<file path="src/rtl/host_port_pkg.sv">
// Constants and types shared by the host-side bus controller
package host_port_pkg;
    localparam int DATA_W = 8;
    localparam int ADDR_W = 8;
    // Bus timing in ns and derived cycle counts at 50 MHz
    localparam int CLK_PERIOD_NS = 20;
    localparam int STROBE_NS = 100;
    localparam int HOLD_NS = 40;
    localparam int STROBE_CYC = (STROBE_NS + CLK_PERIOD_NS - 1) / CLK_PERIOD_NS;
    localparam int HOLD_CYC = (HOLD_NS + CLK_PERIOD_NS - 1) / CLK_PERIOD_NS;
    localparam int CNT_W = 4;
    // Serial clock half period in cycles
    localparam int SCK_HALF_CYC = 2;
    localparam logic [7:0] SER_WRITE_CMD = 8'h80;
    localparam logic [7:0] SER_READ_CMD = 8'hc0;
    // Data bus bit positions reused in serial mode
    localparam int SER_CS_BIT = 3;
    localparam int SER_CLK_BIT = 5;
    localparam int SER_DIN_BIT = 6;
    localparam int SER_DOUT_BIT = 7;
    localparam logic PORT_INDEX = 1'b1;
    localparam logic PORT_DATA = 1'b0;
    localparam logic [ADDR_W-1:0] INDEX_RESET = 8'h00;

    typedef enum logic [2:0] {
        ST_IDLE = 3'b000,
        ST_SETUP = 3'b001,
        ST_STROBE = 3'b010,
        ST_HOLD = 3'b011,
        ST_SER_SHIFT = 3'b100,
        ST_SER_END = 3'b101
    } phase_e;

    typedef enum logic [1:0] {
        OP_SET_INDEX = 2'b00,
        OP_WRITE = 2'b01,
        OP_READ = 2'b10
    } op_e;
endpackage

</file>
<file path="src/rtl/host_pins_if.sv">
// Synchronised device-side status pins shared inside the controller
`timescale 1ns/1ps
`default_nettype none
interface host_pins_if;
    logic irq_n;
    logic act_n;
    logic sleep;
    logic dev_rst;
    logic dev_rst_n;
    logic [7:0] din;
    modport sync (output irq_n, act_n, sleep, dev_rst, dev_rst_n, din);
    modport core (input irq_n, act_n, sleep, dev_rst, dev_rst_n, din);
endinterface
`default_nettype wire

</file>
<file path="src/rtl/pin_sync.sv">
// Two-flop synchroniser for device pins
`timescale 1ns/1ps
`default_nettype none
module pin_sync (
    input wire logic core_clk,
    input wire logic rst,
    input wire logic irq_pin_n,
    input wire logic act_pin_n,
    input wire logic sleep_pin,
    input wire logic rst_pin,
    input wire logic rst_pin_n,
    input wire logic [7:0] data_pin,
    host_pins_if.sync pins
);
    typedef struct packed {
        logic [12:0] s1;
        logic [12:0] s2;
    } sync_s;
    sync_s q_r;
    sync_s q_nxt;
    always_comb begin
        q_nxt.s1 = {irq_pin_n, act_pin_n, sleep_pin, rst_pin, rst_pin_n, data_pin};
        q_nxt.s2 = q_r.s1;
    end
    always_ff @(posedge core_clk) begin
        if (rst) begin
            q_r <= '{s1: 13'h19ff, s2: 13'h19ff};
        end else begin
            q_r <= q_nxt;
        end
    end
    assign pins.irq_n = q_r.s2[12];
    assign pins.act_n = q_r.s2[11];
    assign pins.sleep = q_r.s2[10];
    assign pins.dev_rst = q_r.s2[9];
    assign pins.dev_rst_n = q_r.s2[8];
    assign pins.din = q_r.s2[7:0];
endmodule
`default_nettype wire

</file>
<file path="src/rtl/indexed_host_bus_port.sv">
// Host-side controller driving the indexed parallel or serial port of the device
`timescale 1ns/1ps
`default_nettype none
module indexed_host_bus_port
    import host_port_pkg::*;
#(
    parameter int STROBE_CYCLES = STROBE_CYC,
    parameter int HOLD_CYCLES = HOLD_CYC
) (
    input wire logic core_clk,
    input wire logic rst,
    // User command port
    input wire logic cmd_valid,
    output logic cmd_ready,
    input wire host_port_pkg::op_e cmd_op,
    input wire logic [host_port_pkg::DATA_W-1:0] cmd_data,
    input wire logic serial_mode,
    input wire logic use_read_strobe,
    output logic rsp_valid,
    output logic [host_port_pkg::DATA_W-1:0] rsp_data,
    output logic [host_port_pkg::ADDR_W-1:0] index_shadow,
    // Device pins
    output logic [7:0] data_out,
    output logic data_oe_n,
    input wire logic [7:0] data_in,
    output logic port_select_line,
    output logic cs_n,
    output logic wr_n,
    output logic rd_n,
    input wire logic irq_n,
    input wire logic activity_out_n,
    input wire logic sleep_indicator,
    input wire logic dev_rst,
    input wire logic dev_rst_n,
    output logic ext_reset_in,
    input wire logic reset_device,
    output logic usb_drive_enable,
    input wire logic usb_enable_req,
    // Status to user
    output logic irq_pending,
    output logic usb_active,
    output logic device_asleep,
    output logic device_in_reset
);
    import host_port_pkg::*;

    host_pins_if pins();

    pin_sync u_sync (
        .core_clk(core_clk),
        .rst(rst),
        .irq_pin_n(irq_n),
        .act_pin_n(activity_out_n),
        .sleep_pin(sleep_indicator),
        .rst_pin(dev_rst),
        .rst_pin_n(dev_rst_n),
        .data_pin(data_in),
        .pins(pins)
    );

    // ------------------------------------------------------------
    // State
    // ------------------------------------------------------------
    typedef struct packed {
        phase_e phase;
        op_e op;
        logic [CNT_W-1:0] cnt;
        logic [3:0] bits;
        logic [15:0] shreg;
        logic [7:0] dout;
        logic oe_n;
        logic sel;
        logic cs_n;
        logic wr_n;
        logic rd_n;
        logic sck;
        logic scs_n;
        logic [7:0] rdata;
        logic rvalid;
        logic [ADDR_W-1:0] index;
        logic ser;
    } ctl_s;

    ctl_s s_r;
    ctl_s s_nxt;

    function automatic logic [ADDR_W-1:0] next_index(input logic [ADDR_W-1:0] idx);
        next_index = idx + 8'h01;
    endfunction

    always_comb begin
        s_nxt = s_r;
        s_nxt.rvalid = 1'b0;
        unique case (s_r.phase)
            ST_IDLE: begin
                s_nxt.oe_n = 1'b1;
                if (cmd_valid && !pins.dev_rst) begin
                    s_nxt.op = cmd_op;
                    s_nxt.ser = serial_mode;
                    s_nxt.cnt = '0;
                    s_nxt.dout = cmd_data;
                    if (serial_mode) begin
                        // Serial frame: command byte then one data byte
                        s_nxt.scs_n = 1'b0;
                        s_nxt.bits = 4'hf;
                        s_nxt.sck = 1'b0;
                        s_nxt.shreg = {(cmd_op == OP_READ) ? SER_READ_CMD : SER_WRITE_CMD,
                            (cmd_op == OP_READ) ? 8'h00 : cmd_data};
                        s_nxt.phase = ST_SER_SHIFT;
                    end else begin
                        s_nxt.sel = (cmd_op == OP_SET_INDEX) ? PORT_INDEX : PORT_DATA;
                        s_nxt.oe_n = (cmd_op == OP_READ);
                        s_nxt.phase = ST_SETUP;
                    end
                end
            end
            ST_SETUP: begin
                s_nxt.cs_n = 1'b0;
                if (s_r.op == OP_READ) begin
                    s_nxt.rd_n = !use_read_strobe;
                end else begin
                    s_nxt.wr_n = 1'b0;
                end
                s_nxt.phase = ST_STROBE;
            end
            ST_STROBE: begin
                s_nxt.cnt = s_r.cnt + 4'h1;
                if (32'(s_r.cnt) + 1 >= STROBE_CYCLES) begin
                    if (s_r.op == OP_READ) begin
                        s_nxt.rdata = pins.din;
                    end
                    s_nxt.wr_n = 1'b1;
                    s_nxt.rd_n = 1'b1;
                    s_nxt.cs_n = 1'b1;
                    s_nxt.cnt = '0;
                    s_nxt.phase = ST_HOLD;
                end
            end
            ST_HOLD: begin
                s_nxt.cnt = s_r.cnt + 4'h1;
                if (32'(s_r.cnt) + 1 >= HOLD_CYCLES) begin
                    s_nxt.oe_n = 1'b1;
                    s_nxt.phase = ST_SER_END;
                end
            end
            ST_SER_SHIFT: begin
                s_nxt.cnt = s_r.cnt + 4'h1;
                if (32'(s_r.cnt) + 1 >= SCK_HALF_CYC) begin
                    s_nxt.cnt = '0;
                    s_nxt.sck = !s_r.sck;
                    if (s_r.sck) begin
                        s_nxt.shreg = {s_r.shreg[14:0], 1'b0};
                        if (s_r.bits == 4'h0) begin
                            s_nxt.scs_n = 1'b1;
                            s_nxt.phase = ST_SER_END;
                        end else begin
                            s_nxt.bits = s_r.bits - 4'h1;
                        end
                    end else if (s_r.op == OP_READ && s_r.bits < 4'h8) begin
                        // Sample device output; tied lines also work
                        s_nxt.rdata = {s_r.rdata[6:0], pins.din[SER_DOUT_BIT]};
                    end
                end
            end
            ST_SER_END: begin
                s_nxt.phase = ST_IDLE;
                s_nxt.rvalid = (s_r.op == OP_READ);
                if (s_r.op == OP_SET_INDEX) begin
                    s_nxt.index = s_r.dout;
                end else begin
                    s_nxt.index = next_index(s_r.index);
                end
            end
            default: s_nxt.phase = ST_IDLE;
        endcase
        if (pins.dev_rst || !pins.dev_rst_n) begin
            s_nxt.index = INDEX_RESET;
        end
    end

    always_ff @(posedge core_clk) begin
        if (rst) begin
            s_r <= '{phase: ST_IDLE, op: OP_SET_INDEX, cnt: '0, bits: '0, shreg: '0,
                dout: '0, oe_n: 1'b1, sel: 1'b1, cs_n: 1'b1, wr_n: 1'b1, rd_n: 1'b1,
                sck: 1'b0, scs_n: 1'b1, rdata: '0, rvalid: 1'b0, index: INDEX_RESET,
                ser: 1'b0};
        end else begin
            s_r <= s_nxt;
        end
    end

    // ------------------------------------------------------------
    // Pin drive
    // ------------------------------------------------------------
    always_comb begin
        data_out = s_r.dout;
        data_oe_n = s_r.oe_n;
        if (s_r.ser) begin
            data_out = 8'hff;
            data_out[SER_CS_BIT] = s_r.scs_n;
            data_out[SER_CLK_BIT] = s_r.sck;
            data_out[SER_DIN_BIT] = s_r.shreg[15];
            data_oe_n = (s_r.phase == ST_IDLE);
        end
    end
    assign port_select_line = s_r.sel;
    assign cs_n = s_r.cs_n;
    assign wr_n = s_r.wr_n;
    assign rd_n = s_r.rd_n;
    assign cmd_ready = (s_r.phase == ST_IDLE) && !pins.dev_rst;
    assign rsp_valid = s_r.rvalid;
    assign rsp_data = s_r.rdata;
    assign index_shadow = s_r.index;
    assign ext_reset_in = reset_device;
    assign usb_drive_enable = usb_enable_req;
    assign irq_pending = !pins.irq_n;
    assign usb_active = !pins.act_n;
    assign device_asleep = pins.sleep;
    assign device_in_reset = pins.dev_rst || !pins.dev_rst_n;

    // ------------------------------------------------------------
    // Checks
    // ------------------------------------------------------------
    strobe_excl_a: assert property (@(posedge core_clk) disable iff (rst)
        !(!wr_n && !rd_n)) else $error("both strobes low");
    strobe_cs_a: assert property (@(posedge core_clk) disable iff (rst)
        (!wr_n || !rd_n) |-> !cs_n) else $error("strobe without select");
    read_release_a: assert property (@(posedge core_clk) disable iff (rst)
        !rd_n |-> data_oe_n) else $error("bus driven during read");
    write_drive_a: assert property (@(posedge core_clk) disable iff (rst)
        !wr_n |-> !data_oe_n && $stable(data_out)) else $error("write data not held");
    index_sel_a: assert property (@(posedge core_clk) disable iff (rst || s_r.ser)
        (!cs_n && s_r.op == OP_SET_INDEX) |-> port_select_line) else $error("index select low");
    data_sel_a: assert property (@(posedge core_clk) disable iff (rst || s_r.ser)
        (!cs_n && s_r.op != OP_SET_INDEX) |-> !port_select_line) else $error("data select high");
    index_inc_a: assert property (@(posedge core_clk) disable iff (rst)
        (s_r.phase == ST_SER_END && s_r.op != OP_SET_INDEX && !device_in_reset)
        |=> index_shadow == $past(index_shadow) + 8'h01) else $error("index not advanced");
    index_clr_a: assert property (@(posedge core_clk) disable iff (rst)
        device_in_reset |=> index_shadow == INDEX_RESET) else $error("index not cleared");
    ser_cs_a: assert property (@(posedge core_clk) disable iff (rst)
        (s_r.phase == ST_SER_SHIFT) |-> !data_out[SER_CS_BIT] && !data_oe_n)
        else $error("serial select high in frame");
    cmd_write_c: cover property (@(posedge core_clk) !wr_n && !port_select_line);
    cmd_read_c: cover property (@(posedge core_clk) rsp_valid);
    cmd_serial_c: cover property (@(posedge core_clk) s_r.phase == ST_SER_END && s_r.ser);
    index_wrap_c: cover property (@(posedge core_clk) index_shadow == 8'hff ##[1:50] index_shadow == 8'h00);
endmodule
`default_nettype wire

</file>
<file path="config.mk">
export PLATFORM = sky130hd
export DESIGN_NAME = indexed_host_bus_port
export DESIGN_NICKNAME = d
export VERILOG_FILES = /design/src/rtl/host_port_pkg.sv /design/src/rtl/host_pins_if.sv /design/src/rtl/pin_sync.sv /design/src/rtl/indexed_host_bus_port.sv
export SDC_FILE = /design/constraint.sdc
export NUM_CORES = 1
export LEC_CHECK = 0
export ABC_CLOCK_PERIOD_IN_PS = 3700
export BUFFER_PORTS_ARGS = -buffer_cell sky130_fd_sc_hd__buf_2
export CAP_MARGIN = 20
export CORE_MARGIN = 2
export CORE_UTILIZATION = 45
export CTS_BUF_LIST = sky130_fd_sc_hd__clkbuf_4
export CTS_CLUSTER_SIZE = 12
export DETAILED_ROUTE_END_ITERATION = 16
export PLACE_DENSITY = 0.66
export SLEW_MARGIN = 25
export SYNTH_ARGS = -nofsm -noshare
export SYNTH_HDL_FRONTEND = slang
export SYNTH_HIERARCHICAL = 1
export SYNTH_SLANG_ARGS = --single-unit
</file>
<file path="constraint.sdc">
create_clock -name core_clk -period 3.7 [get_ports core_clk]
set_input_delay 0.185 -clock core_clk [delete_from_list [all_inputs] [get_ports core_clk]]
set_output_delay 0.185 -clock core_clk [all_outputs]
set_load 0.02 [all_outputs]
</file>
==> impl_metrics.json <==
{
  "relSlewSlack": 0.3819,
  "holdBufCountCts": 21,
  "report.final.setup_viol": 0,
  "met3_wirelength_um": 341,
  "ys_seq_area_frac": 0.4507,
  "fin_cells": 621,
  "groute.usage.overall": 0.1805,
  "critPathMaxStageDelay_ps": 820,
  "overflow": 0,
  "finalCriticalPeriod_ps": 2586,
  "min_from": "cmd_data[0]",
  "intPower_mw": 1.567,
  "synth-edff-count": 0,
  "numCtsBuffers": 9,
  "p_per_area_nw_per_um2": 568.3,
  "crit_family": "simple AND/OR/NAND/NOR gates",
  "worstHoldEndpoint": "s_r[25]",
  "vias_per_cell": 5.288,
  "end_kind": "register",
  "postSynthAreaPerCell_sq_um": 8.553,
  "critPathKind": "reg -> reg",
  "ys.warnings.count": 6,
  "post-place-cells": 584,
  "hpwl_mm": 5.633,
  "hold_viol_final": 0,
  "cts_tree": "built",
  "synthToLayoutAreaGrowth_pct": 13.92,
  "num_vias": 3284,
  "synth_seq_cells": 88,
  "fillers": 784,
  "hold_depth": 3,
  "cts_root_buf": "clkbuf_4",
  "regToRegSetupSlack_ps": 1110,
  "p_comb_frac": 0.321,
  "slew_violations": 0,
  "ys_types": 49,
  "syn_area_sq_um": 3909,
  "drt_iter0_drc": 276,
  "grt_max_degree": 52,
  "worstMarginPinSlew_ps": 923.8,
  "setup_tns_ps": 0,
  "clockPowerShare": 0.219,
  "row_count": 34,
  "io_buffers": 62,
  "reg2reg_to": "rsp_data[6]",
  "h-tree-depth": 3,
  "worstSetupStartpointType": "register",
  "met1Wirelength_mm": 3.945,
  "grt_pass1_wl_mm": 14.19,
  "fin_crit_sh": 0.6989,
  "fin_util": 0.5208,
  "start_util": 0.4571,
  "cts_setup_buffers": 0,
  "diodes": 0,
  "grt_pass1_vias": 2960,
  "layout_commonest_cell": "dfxtp_1",
  "wire_per_inst_um": 13.32,
  "die_area_sq_um": 9448,
  "worst_skew_pair.late_latency_ps": 430,
  "netSwitchingPower_uw": 963.8,
  "synth_fp_nets": 492,
  "clock_sinks": 88,
  "reg2reg_depth": 6,
  "async_reset_ff_frac": 0,
  "seqPwrFrac": 0.461,
  "vdd_ir_drop_max_mv": 0.2304,
  "drcViolationCount": 0,
  "cts_resized": 0,
  "synthCells": 457,
  "die_h_um": 97.20,
  "status": "finished clean",
  "core_sq_um": 8551,
  "hp-class": "in -> reg",
  "drtAntennaViolNets": 0,
  "critPathRequiredTime_ps": 4050,
  "drive_gt1_frac": 0.2086,
  "fin_worst_skew_ps": 19.76,
  "swShare": 0.3809,
  "leakage_nw": 1.774,
  "crit_path_max_fanout": 23,
  "crit_buf_inv": 0,
  "arrival_ps": 2930,
  "clock_path_buffers": 2,
  "fin_nets": 543,
  "clkSlewWorstSetupHoldPaths_ps": 140,
  "synth_flop_cell": "dfxtp_1",
  "drv_cap": 0,
  "wl_met2_mm": 3.861,
  "antenna_found_initial": 0,
  "rr_startpoint": "s_r[61]",
  "die_w_um": 97.20,
  "drt_first_pass_iters": 4,
  "path_cells": "nor2b_4, a21oi_2, or3_4, a221oi_4, nor2_1, a311oi_2",
  "most-common-layout-cells": "88 x dfxtp_1, 62 x buf_2, 52 x nand2_1",
  "top_layer": "met4",
  "io_pins": 67,
  "rsz0062_at_grt": "no",
  "fmax_mhz": 386.7,
  "gp_congestion": 0.8913,
  "slowest_stage": "dfxtp_1",
  "routed_wl_mm": 8.270
}
==> kinds of logic after synthesis <==
logic type                 share of synthesized area
xor gates and xnor gates                    0.002241
and+or+nand+nor                               0.2487
DFF                                           0.4507
buffers and inverters                        0.07874
AOI/OAI and AO/OA                             0.1866
adders and majority gates                    0.01601
muxes                                        0.01696
==> flip-flops by register name, indices dropped and copies added, names as in the netlist, 8 cells and up <==
register         cells
s_r                 41
u_sync/q_nxt        13
rsp_data             8
u_sync/pins.din      8
index_shadow         8
==> tightest hold or removal path, stage by stage <==
cell	delay [ps]
buf_2	110
nand2_1	60
a21oi_1	50
==> power by group through the flow <==
stage	clock network, mW	registers, mW	logic, mW
finish	0.553	1.17	0.811
CTS	0.573	1.16	0.810
global route	0.613	1.19	0.909
detailed placement	0	1.18	0.792
floorplan	0	1.13	0.665
global placement	0	1.18	0.778
==> layer usage <==
metal,up-vias,track usage
met4,0,0.04984
met1,1518,0.2500
met3,8,0.03813
met5,-,0
met2,75,0.2863
li1,1683,-
==> through the flow <==
step	instance area, sq um	power [mW]	hold slack [ps]	worst slack (ps)
global route	4453	2.708	5.099	814.2
finish	4453	2.531	14.69	1114
floorplan	3909	1.794	282.1	1529
CTS	4453	2.544	2.425	1150
detailed placement	4098	1.975	365.6	1164
global placement	4095	1.956	362.7	1228
==> synth_stat cells (2+ instances only) <==
master / count / area share
ha_1: 5 / 0.016
a32oi_1: 2 / 0.0045
o21ai_0: 14 / 0.018
a311oi_2: 2 / 0.0077
a21oi_1: 37 / 0.047
and3_1: 5 / 0.0080
and2b_2: 4 / 0.0090
a211o_1: 2 / 0.0045
inv_1: 7 / 0.0067
nand3_1: 22 / 0.028
nor3b_1: 3 / 0.0058
buf_4: 18 / 0.035
nor3_1: 16 / 0.020
dfxtp_1: 88 / 0.45
o21a_1: 2 / 0.0038
mux2_2: 5 / 0.014
o21bai_1: 2 / 0.0038
clkbuf_1: 19 / 0.018
or2_2: 8 / 0.013
nand2b_1: 7 / 0.011
a311oi_1: 10 / 0.022
o211ai_1: 2 / 0.0038
nor2b_1: 4 / 0.0064
a31oi_1: 2 / 0.0032
a21o_1: 2 / 0.0038
or3_1: 2 / 0.0032
a211oi_1: 4 / 0.0077
nor2_1: 49 / 0.047
buf_2: 3 / 0.0038
and2_1: 3 / 0.0048
a21oi_2: 2 / 0.0045
a221oi_1: 9 / 0.020
a22oi_1: 4 / 0.0077
or2_1: 20 / 0.032
nand2_1: 52 / 0.050
o31ai_1: 4 / 0.0077
buf_6: 5 / 0.014
==> layout make-up <==
cell class / instances / area [sq um] / area share
multi-input combinational: 316 / 1842 / 0.4136
timing repair buffer: 86 / 543.0 / 0.1219
sequential: 88 / 1762 / 0.3956
inverter: 7 / 26.28 / 0.005901
tap: 108 / 135.1 / 0.03035
clock buffer: 9 / 67.56 / 0.01517
clock inverter: 7 / 77.57 / 0.01742
==> worst max path at each step <==
stage,startpoint,endpoint,slack [ps],depth (start not counted)
2_1_floorplan,s_r[53],s_r[60],1530,8
3_3_place_gp,s_r[61],rsp_data[5],1230,6
3_5_place_dp,s_r[61],rsp_data[3],1160,6
4_1_cts,s_r[61],rsp_data[4],1150,6
5_1_grt,s_r[53],s_r[40],810,7
6_report,s_r[61],rsp_data[6],1110,6
Note: power is estimated with default switching activity, not from simulation.
